$ cat src/verilog/qeo_defs.svh
/*
  Constants for the quadrature encoder output block: widths, resolution
  code limits, reset values and the angle-sample timing.
  Assumes inclusion by bare name from the package and the design modules.
*/
`ifndef QEO_DEFS_SVH
`define QEO_DEFS_SVH

`define QEO_ANGLE_W      14
`define QEO_POS_W        13
`define QEO_CODE_MIN     4'h3
`define QEO_CODE_MAX     4'hE
`define QEO_CODE_TOP     4'hE
`define QEO_SHIFT_BASE   4'h2
`define QEO_POS_STEP     13'h0001
`define QEO_POS_RST      13'h0000
`define QEO_QUAD_UNIT    13'h0004
`define QEO_SLEW_W       8
`define QEO_SLEW_RST     8'h00
`define QEO_CLK_NS       10
`define QEO_SAMPLE_NS    1000
`define QEO_SAMPLE_CYC   (`QEO_SAMPLE_NS / `QEO_CLK_NS)

`endif

$ cat src/verilog/qeo_pkg.sv
/*
  Types shared by the quadrature encoder output block.
  Assumes qeo_defs.svh is on the include path.
*/
`include "qeo_defs.svh"

package qeo_pkg;

  // Quadrature states, value is the {A,B} pair
  typedef enum logic [1:0] {
    QEO_Q1 = 2'h0,
    QEO_Q2 = 2'h1,
    QEO_Q3 = 2'h3,
    QEO_Q4 = 2'h2
  } qeo_quad_e;

  typedef struct packed {
    logic a;
    logic b;
    logic i;
  } qeo_abi_s;

  typedef struct packed {
    logic                      valid;
    logic [`QEO_ANGLE_W-1:0]   angle;
  } qeo_sample_s;

endpackage : qeo_pkg

$ cat src/verilog/qeo_slew_timer.sv
/*
  Down-counter of core clock cycles that spaces output state changes.
  Assumes load is pulsed by the owner each time it changes the outputs.
*/
`timescale 1ns/100ps
`include "qeo_defs.svh"

module qeo_slew_timer #(
  parameter int W = `QEO_SLEW_W
) (
  // Clock and control
  input  wire logic         core_clk_in,
  input  wire logic         reset_n_in,
  input  wire logic         clk_en_in,
  // Timer
  input  wire logic         load_in,
  input  wire logic [W-1:0] interval_in,
  output      logic         expired_out
);
  import qeo_pkg::*;

  logic [W-1:0] cnt_q;
  logic [W-1:0] cnt_d;

  // Reload on a step, so the next step waits a full interval
  assign cnt_d = load_in ? interval_in :
                 (cnt_q != '0) ? cnt_q - W'(1) : cnt_q;
  assign expired_out = (cnt_q == '0);

  always_ff @(posedge core_clk_in) begin
    if (!reset_n_in) begin
      cnt_q <= '0;
    end else if (clk_en_in) begin
      cnt_q <= cnt_d;
    end
  end

endmodule : qeo_slew_timer

$ cat src/verilog/qeo_encoder_out.sv
/*
  Quadrature A/B and index generator driven by sampled angle, with an
  optional slew-rate limiter that walks the outputs through valid states.
  Assumes samples come from logic on core_clk_in, one valid pulse per
  angle-sample period, and the resolution code and slew interval are
  static configuration levels from the same clock domain.
*/
`timescale 1ns/100ps
`include "qeo_defs.svh"

// Summary of operation
// - A and B have 50% duty over angle, 2^N cycles per revolution.
// - B leads A by a quarter cycle on rising angle, forming a quadrature pair.
// - Index output is high once per revolution at zero angle.
// - States are Q1=00, Q2=01, Q3=11, Q4=10 as (A,B).
// - Only one of A or B changes on any state transition while slew limiting is on.
// - Rising angle steps Q1-Q2-Q3-Q4-Q1; falling steps in reverse.
// - Each state spans 360/(4*2^N) degrees, four states per cycle.
// - Code 3..14 gives N = 14 - code; other codes are not used.
// - A nonzero slew interval enables slew-rate limiting.
// - Skipped states are stepped through one per slew interval plus one cycle until caught up.
// - Without slew, outputs follow each 1 us angle sample directly.
// - After reset show zero, then approach the angle by the shorter way.
module qeo_encoder_out #(
  parameter int SLEW_W = `QEO_SLEW_W
) (
  // Clock, reset, enable
  input  wire logic              core_clk_in,
  input  wire logic              reset_n_in,
  input  wire logic              clk_en_in,
  // Angle samples
  input  wire qeo_pkg::qeo_sample_s sample_in,
  // Configuration
  input  wire logic [3:0]        resolution_code_in,
  input  wire logic [SLEW_W-1:0] slew_interval_in,
  // Encoder outputs
  output      qeo_pkg::qeo_abi_s incremental_output_out,
  output      logic              catching_up_out
);
  import qeo_pkg::*;

  localparam int PW = `QEO_POS_W;

  function automatic qeo_quad_e qeo_quad_of(input logic [1:0] p);
    qeo_quad_e q;
    q = QEO_Q1;
    unique case (p)
      2'h0: q = QEO_Q1;
      2'h1: q = QEO_Q2;
      2'h2: q = QEO_Q3;
      2'h3: q = QEO_Q4;
    endcase
    return q;
  endfunction : qeo_quad_of

  logic [PW-1:0] pos_q;
  logic [PW-1:0] pos_d;
  logic [PW-1:0] tgt_q;
  logic [PW-1:0] tgt_d;
  qeo_abi_s      abi_q;
  qeo_abi_s      abi_d;
  logic          busy_q;
  logic          busy_d;

  // Resolution decode
  wire           code_ok  = (resolution_code_in >= `QEO_CODE_MIN) &&
                            (resolution_code_in <= `QEO_CODE_MAX);
  wire [3:0]     cyc_bits = `QEO_CODE_TOP - resolution_code_in;
  wire [3:0]     shift    = resolution_code_in - `QEO_SHIFT_BASE;
  // Modulus wraps to zero at 8192 states, so the mask still works
  wire [PW-1:0]  mask     = (`QEO_QUAD_UNIT << cyc_bits) - `QEO_POS_STEP;
  wire [PW-1:0]  smp_tgt  = PW'(sample_in.angle >> shift) & mask;

  wire           slew_en  = (slew_interval_in != '0);
  wire           take_smp = sample_in.valid && code_ok;
  wire [PW-1:0]  diff     = (tgt_q - pos_q) & mask;
  wire           lagging  = (diff != '0);
  // Shorter way round; a tie at half a revolution goes down
  wire           go_up    = (diff <= (mask >> 1));
  wire           expired;
  wire           step     = slew_en && code_ok && lagging && expired;
  wire [PW-1:0]  pos_up   = (pos_q + `QEO_POS_STEP) & mask;
  wire [PW-1:0]  pos_dn   = (pos_q - `QEO_POS_STEP) & mask;

  assign tgt_d  = take_smp ? smp_tgt : tgt_q;
  // No slew: jump straight to the new sample
  assign pos_d  = (!slew_en && take_smp) ? smp_tgt :
                  step ? (go_up ? pos_up : pos_dn) : pos_q;
  // Gray map of position gives quarter-cycle B offset
  assign abi_d.a = qeo_quad_of(pos_d[1:0]) inside {QEO_Q3, QEO_Q4};
  assign abi_d.b = qeo_quad_of(pos_d[1:0]) inside {QEO_Q2, QEO_Q3};
  assign abi_d.i = (pos_d == '0);
  assign busy_d  = slew_en && code_ok && (((tgt_d - pos_d) & mask) != '0);

  qeo_slew_timer #(
    .W (SLEW_W)
  ) u_slew_timer (
    .core_clk_in (core_clk_in),
    .reset_n_in  (reset_n_in),
    .clk_en_in   (clk_en_in),
    .load_in     (step),
    .interval_in (slew_interval_in),
    .expired_out (expired)
  );

  // Reset shows the zero angle state with index high
  always_ff @(posedge core_clk_in) begin
    if (!reset_n_in) begin
      pos_q  <= `QEO_POS_RST;
      tgt_q  <= `QEO_POS_RST;
      abi_q  <= '{a: 1'b0, b: 1'b0, i: 1'b1};
      busy_q <= 1'b0;
    end else if (clk_en_in) begin
      pos_q  <= pos_d;
      tgt_q  <= tgt_d;
      abi_q  <= abi_d;
      busy_q <= busy_d;
    end
  end

  assign incremental_output_out = abi_q;
  assign catching_up_out        = busy_q;

  // Checking helpers
  logic [15:0] gap_q;
  always_ff @(posedge core_clk_in) begin
    if (!reset_n_in) begin
      gap_q <= 16'h0000;
    end else if (clk_en_in) begin
      gap_q <= (abi_d != abi_q) ? 16'h0000 :
               (gap_q == 16'hFFFF) ? gap_q : gap_q + 16'h0001;
    end
  end
  wire [1:0] ab_now = {abi_q.a, abi_q.b};

  gray_step_a: assert property (@(posedge core_clk_in) disable iff (!reset_n_in)
    slew_en |-> $countones(ab_now ^ $past(ab_now)) <= 1)
    else $error("A and B changed together");

  quad_order_a: assert property (@(posedge core_clk_in) disable iff (!reset_n_in)
    (step && clk_en_in) |=> (pos_q == $past(pos_up)) || (pos_q == $past(pos_dn)))
    else $error("Slew step was not to a neighbouring state");

  duty_quad_a: assert property (@(posedge core_clk_in) disable iff (!reset_n_in)
    ##1 (abi_q.a == pos_q[1]) && (abi_q.b == (pos_q[1] ^ pos_q[0])))
    else $error("Outputs do not match quadrature position");

  index_zero_a: assert property (@(posedge core_clk_in) disable iff (!reset_n_in)
    abi_q.i |-> (ab_now == 2'h0) && (pos_q == '0))
    else $error("Index high away from zero angle");

  slew_space_a: assert property (@(posedge core_clk_in) disable iff (!reset_n_in)
    (slew_en && clk_en_in && abi_d != abi_q && $stable(slew_interval_in)
     && !$rose(slew_en)) |-> gap_q >= 16'(slew_interval_in) - 16'h0001)
    else $error("Output changes closer than slew interval");

  catch_up_a: assert property (@(posedge core_clk_in) disable iff (!reset_n_in)
    (step && clk_en_in) |=> (pos_q != $past(pos_q)) && (tgt_q == $past(tgt_d)))
    else $error("Pending slew step did not move outputs");

  follow_sample_a: assert property (@(posedge core_clk_in) disable iff (!reset_n_in)
    (!slew_en && take_smp && clk_en_in) |=> pos_q == $past(smp_tgt))
    else $error("Unlimited output did not follow sample");

  reset_zero_a: assert property (@(posedge core_clk_in)
    !reset_n_in |=> (abi_q == 3'h1) && (pos_q == '0) && !busy_q)
    else $error("Reset does not show zero angle");

  shortest_way_a: assert property (@(posedge core_clk_in) disable iff (!reset_n_in)
    (step && clk_en_in && diff <= (mask >> 1)) |=> pos_q == $past(pos_up))
    else $error("Catch-up went the longer way");

  bad_code_a: assert property (@(posedge core_clk_in) disable iff (!reset_n_in)
    (!code_ok && $stable(resolution_code_in)) |=> $stable(pos_q))
    else $error("Position moved under an unused code");

  // Flag must track the lag exactly while the setup stands still
  busy_flag_a: assert property (@(posedge core_clk_in) disable iff (!reset_n_in)
    ($stable(slew_interval_in) && $stable(resolution_code_in))
      |-> busy_q == (slew_en && code_ok && lagging))
    else $error("Catching-up flag disagrees with the lag");

  target_load_a: assert property (@(posedge core_clk_in) disable iff (!reset_n_in)
    (take_smp && clk_en_in) |=> tgt_q == $past(smp_tgt))
    else $error("Accepted sample did not become the target");

  // Limited outputs may only move when the timer has run out
  step_expiry_a: assert property (@(posedge core_clk_in) disable iff (!reset_n_in)
    (clk_en_in && slew_en && (abi_d != abi_q) && $stable(resolution_code_in)
     && $stable(slew_interval_in)) |-> expired)
    else $error("Output moved before the slew timer expired");

  // A tie at exactly half a revolution resolves downwards
  tie_down_a: assert property (@(posedge core_clk_in) disable iff (!reset_n_in)
    (step && clk_en_in && diff == ((mask >> 1) + `QEO_POS_STEP)) |=> pos_q == $past(pos_dn))
    else $error("Half-revolution catch-up did not go down");

  index_set_a: assert property (@(posedge core_clk_in) disable iff (!reset_n_in)
    (pos_q == '0) |-> abi_q.i)
    else $error("Index low at zero angle");

  slew_walk_c: cover property (@(posedge core_clk_in) disable iff (!reset_n_in)
    step ##1 busy_q ##[1:300] (step && !go_up));
  index_pass_c: cover property (@(posedge core_clk_in) disable iff (!reset_n_in)
    !abi_q.i ##1 abi_q.i);
  jump_c: cover property (@(posedge core_clk_in) disable iff (!reset_n_in)
    (!slew_en && take_smp && (diff > `QEO_POS_STEP)));
  settle_c: cover property (@(posedge core_clk_in) disable iff (!reset_n_in)
    $fell(busy_q));
  up_walk_c: cover property (@(posedge core_clk_in) disable iff (!reset_n_in)
    (step && go_up));

endmodule : qeo_encoder_out

$ cat config.mk
export PLATFORM = sky130hd
export DESIGN_NAME = qeo_encoder_out
export DESIGN_NICKNAME = d
export VERILOG_FILES = /design/src/verilog/qeo_pkg.sv /design/src/verilog/qeo_slew_timer.sv /design/src/verilog/qeo_encoder_out.sv
export VERILOG_INCLUDE_DIRS = /design/src /design/src/verilog
export SDC_FILE = /design/constraint.sdc
export NUM_CORES = 1
export LEC_CHECK = 0
export ABC_AREA = 1
export BUFFER_PORTS_ARGS = -buffer_cell sky130_fd_sc_hd__buf_4
export CORE_MARGIN = 2
export CORE_UTILIZATION = 40
export CTS_CLUSTER_DIAMETER = 100
export DETAILED_ROUTE_END_ITERATION = 6
export GPL_ROUTABILITY_DRIVEN = 0
export GPL_TIMING_DRIVEN = 0
export PLACE_DENSITY = 0.55
export SYNTH_ARGS = -nofsm -noshare
export SYNTH_HDL_FRONTEND = slang
export SYNTH_SLANG_ARGS = --single-unit
$ cat constraint.sdc
create_clock -name core_clk_in -period 10.3 [get_ports core_clk_in]
set_clock_uncertainty 0.1 [all_clocks]
set_input_delay 0.515 -clock core_clk_in [delete_from_list [all_inputs] [get_ports core_clk_in]]
set_output_delay 0.515 -clock core_clk_in [all_outputs]
set_load 0.005 [all_outputs]
==> run summary <==
outcome: finished clean
Ys Warns: 0
number of global-route vias before repair: 5129
Startpoint Class: input pin
clock network latency to the later pin of the worst-skew pair: 0.29 ns
Slew headroom: 36.7%
# setup viols final: 0
DIE WIDTH: 118 um
core area: 12600 um^2
Crit path buffers/inverters: 8
post-synthesis instance area: 5180 um^2
synthesized-area fraction occupied by and/or/nand/nor cells: 37.2%
Final TNS setup: 0 ns
Final Hold Vio Count: 0
IO Port Bufs: 31
Fill cells: 1427
Layout Nets: 1024
CTS sink count: 38
CP max FO: 12
Cell Rows: 41
DR iter-0 viols: 464
root buffer cell: clkbuf_16
static leakage power: 3.12 nW
maximum buffer depth of the clock tree: 2
Final Cycle Share: 74.7%
WP data required: 10.42 ns
footprint of the multi-input gates: 3720 um^2
Crit-path slowest cell: or3_1
largest net degree at the start of global routing: 14
Max VDD drop: 0.0869 mV
Final WS setup: 2.61 ns
H-Tree Depth: 2
Die Ht: 118 um
CTS buffer count: 5
Starting Density: 41.0%
setup bufs post-CTS: 0
Worst-path clk slew: 0.07 ns
share of cells above drive strength 1: 9.83%
Synth Flop Type: dfxtp_1
Vias per Instance: 5.09
Syn Inst Count: 907
Total Wirelength: 16900 um
first-pass GRT wire length: 27200 um
design area: 5820 um^2
I/O Pins: 34
Yosys reg bits: 38
ys async rst share: 0%
RSZ-0062 raised after global routing: no
Hold Crit Start: catching_up_out$_SDFFE_PN0P_
Post-Synth XOR/XNOR Area: 1.69%
Post-Syn Nets: 986
Pwr Density: 172 nW/um^2
Post-Synth Adder-Cell Area: 12.1%
P&R area growth vs syn: 12.4%
max-slew violations: 0
Seq/Total Area, Yosys: 14.7%
Setup CP Type: in2reg
Period minus WS final: 7.69 ns
DR pass1 iterations: 5
GRT Residual Overflow: 0
Post-synth EDFFs: 0
CP Capture Type: register
CTS hold repair buffers: 0
initial antenna violation count: 0
reg2reg start: pos_q[0]$_SDFFE_PN0P_
DRC: 0
total track usage: 24.6%
fmax: 130 MHz
critical path's most frequent cell: nand2_1
die area: 13900 um^2
antenna viol nets, final: 0
mux cell area share after synthesis: 0.387%
DP HPWL: 14000 um
Worst path top cell family by delay: simple AND/OR/NAND/NOR gates
Syn Area/Cell: 5.71 um^2
crit-path max cell delay: 0.40 ns
measured slew at the worst slew-check pin: 0.926 ns
dpl ws: 2.30 ns
HP Class: reg2reg
synth unique cells: 52
Crit path arrival time: 7.82 ns
Hold Slack: 0.366 ns
area occupied by registers: 761 um^2
Worst Setup SP: resolution_code_in[1]
largest family of logic cells by synthesized area: simple AND/OR/NAND/NOR gates
Vias: 5691
antenna diode instance count: 0
CTS tree: done
Post-CTS Resized: 0
Max-Cap Viols: 0
placed inst area: 5630 um^2
compound-cell area share of the yosys netlist: 20.5%
wire per inst: 15.1 um
==> routing by layer <==
metal	vias to the layer above	GRT usage (%)	share of wire (%)
met2	136	39.4	44
met4	0	5.72	1.5
met5	-	0	0
met1	2514	35.7	51
met3	15	1.89	4.2
li1	3026	-	-
==> final cells by class <==
cell class,count,area share (%)
Multi-Input combinational cell,690,64.0
Sequential cell,38,13.1
Inverter,156,10.1
Timing Repair Buffer,31,4.00
Tap cell,172,3.70
Clock buffer,5,2.15
Buffer,23,1.89
Clock inverter,3,1.18
==> worst paths after layout <==
| path | end | slack (ns) | cells past startpoint |
|---|---|---|---|
| setup / recovery | catching_up_out$_SDFFE_PN0P_ | 2.61 | 53 |
| hold / removal | catching_up_out$_SDFFE_PN0P_ | 0.37 | 2 |
| setup reg to reg | catching_up_out$_SDFFE_PN0P_ | 2.94 | 47 |
| hold reg to reg | catching_up_out$_SDFFE_PN0P_ | 0.37 | 2 |
==> layout by cell type (no fill, tap or decap), drive strengths merged, types with 12 or more instances in the layout <==
cell type / synthesis / final
dfxtp: 38 / 38
inv: 156 / 156
ha: 47 / 47
o211ai: 17 / 17
nor3: 15 / 15
nand4: 12 / 12
nor2: 79 / 79
buf: 8 / 39
nand2: 257 / 257
clkbuf: 15 / 20
a21oi: 69 / 69
o21ai: 78 / 78
nand3: 64 / 64
==> per-stage QoR <==
stage	total power, mW	utilization, %	std cells
final	1.00	46.1	1118
after global routing	1.11	46.1	1118
after CTS	1.00	46.1	1118
after detailed placement	0.788	44.6	1110
after global placement	0.790	44.6	1110
after floorplan	0.647	-	907
==> synth_stat cells (2+ instances only) <==
master    count  area share (%)
o211ai_2      2            0.48
nand2_2       8            0.97
o21ai_1       7            0.68
o221ai_1      2            0.34
buf_4         2            0.29
nand2_1     248              18
buf_1         3            0.22
inv_2        13            0.94
xnor2_1       4            0.68
nand3b_1      2            0.29
dfxtp_1      38              15
mux2i_1       2            0.39
nor2_1       71             5.1
o211ai_1     15             2.2
a21o_1        2            0.29
buf_6         2            0.43
fa_1          2            0.77
nor2_2        5            0.60
o21ai_0      71             6.9
ha_1         47              11
o21bai_1      2            0.29
nor4_1        2            0.24
clkbuf_1     15             1.1
or2_2        10             1.2
inv_1       143              10
a21oi_1      67             6.5
nand3_1      61             5.9
nand4_1      11             1.3
xor2_1        6             1.0
nand3_2       2            0.39
nor3_1       15             1.4
a31oi_1       5            0.60
nor2_4        3            0.65
==> state kept, by name, summed over array words and instances, names as in the netlist <==
| signal | flops |
|---|---|
| pos_q | 13 |
| catching_up_out | 1 |
| u_slew_timer.cnt_q | 8 |
| tgt_q | 13 |
| incremental_output_out | 3 |
==> power breakdown <==
part	internal (mW)	switching, mW	leakage, nW
registers	0.165	0.0167	0.314
logic	0.222	0.390	2.72
clock network	0.139	0.0702	0.0940
==> cells by family (layout without fill, tap and decap cells) <==
logic type | after synthesis | in the layout
adders and majority gates | 49 | 49
xor gates and xnor gates | 10 | 10
AOI/OAI and AO/OA | 186 | 186
DFF | 38 | 38
muxes | 2 | 2
and+or+nand+nor | 443 | 443
buffers and inverters | 179 | 218
==> worst reg2reg max path: cells and delay by family (launching register included) <==
| family | cells | cell delay (ns) |
|---|---|---|
| AND/OR/NAND/NOR | 24 | 2.36 |
| AO/OA/AOI/OAI | 12 | 1.88 |
| adder cells (fa/ha/maj) | 5 | 1.70 |
| buffers and inverters | 5 | 0.66 |
| flip-flops | 1 | 0.41 |
| XOR/XNOR | 1 | 0.18 |
No activity file was read; power rests on OpenSTA's default activity.
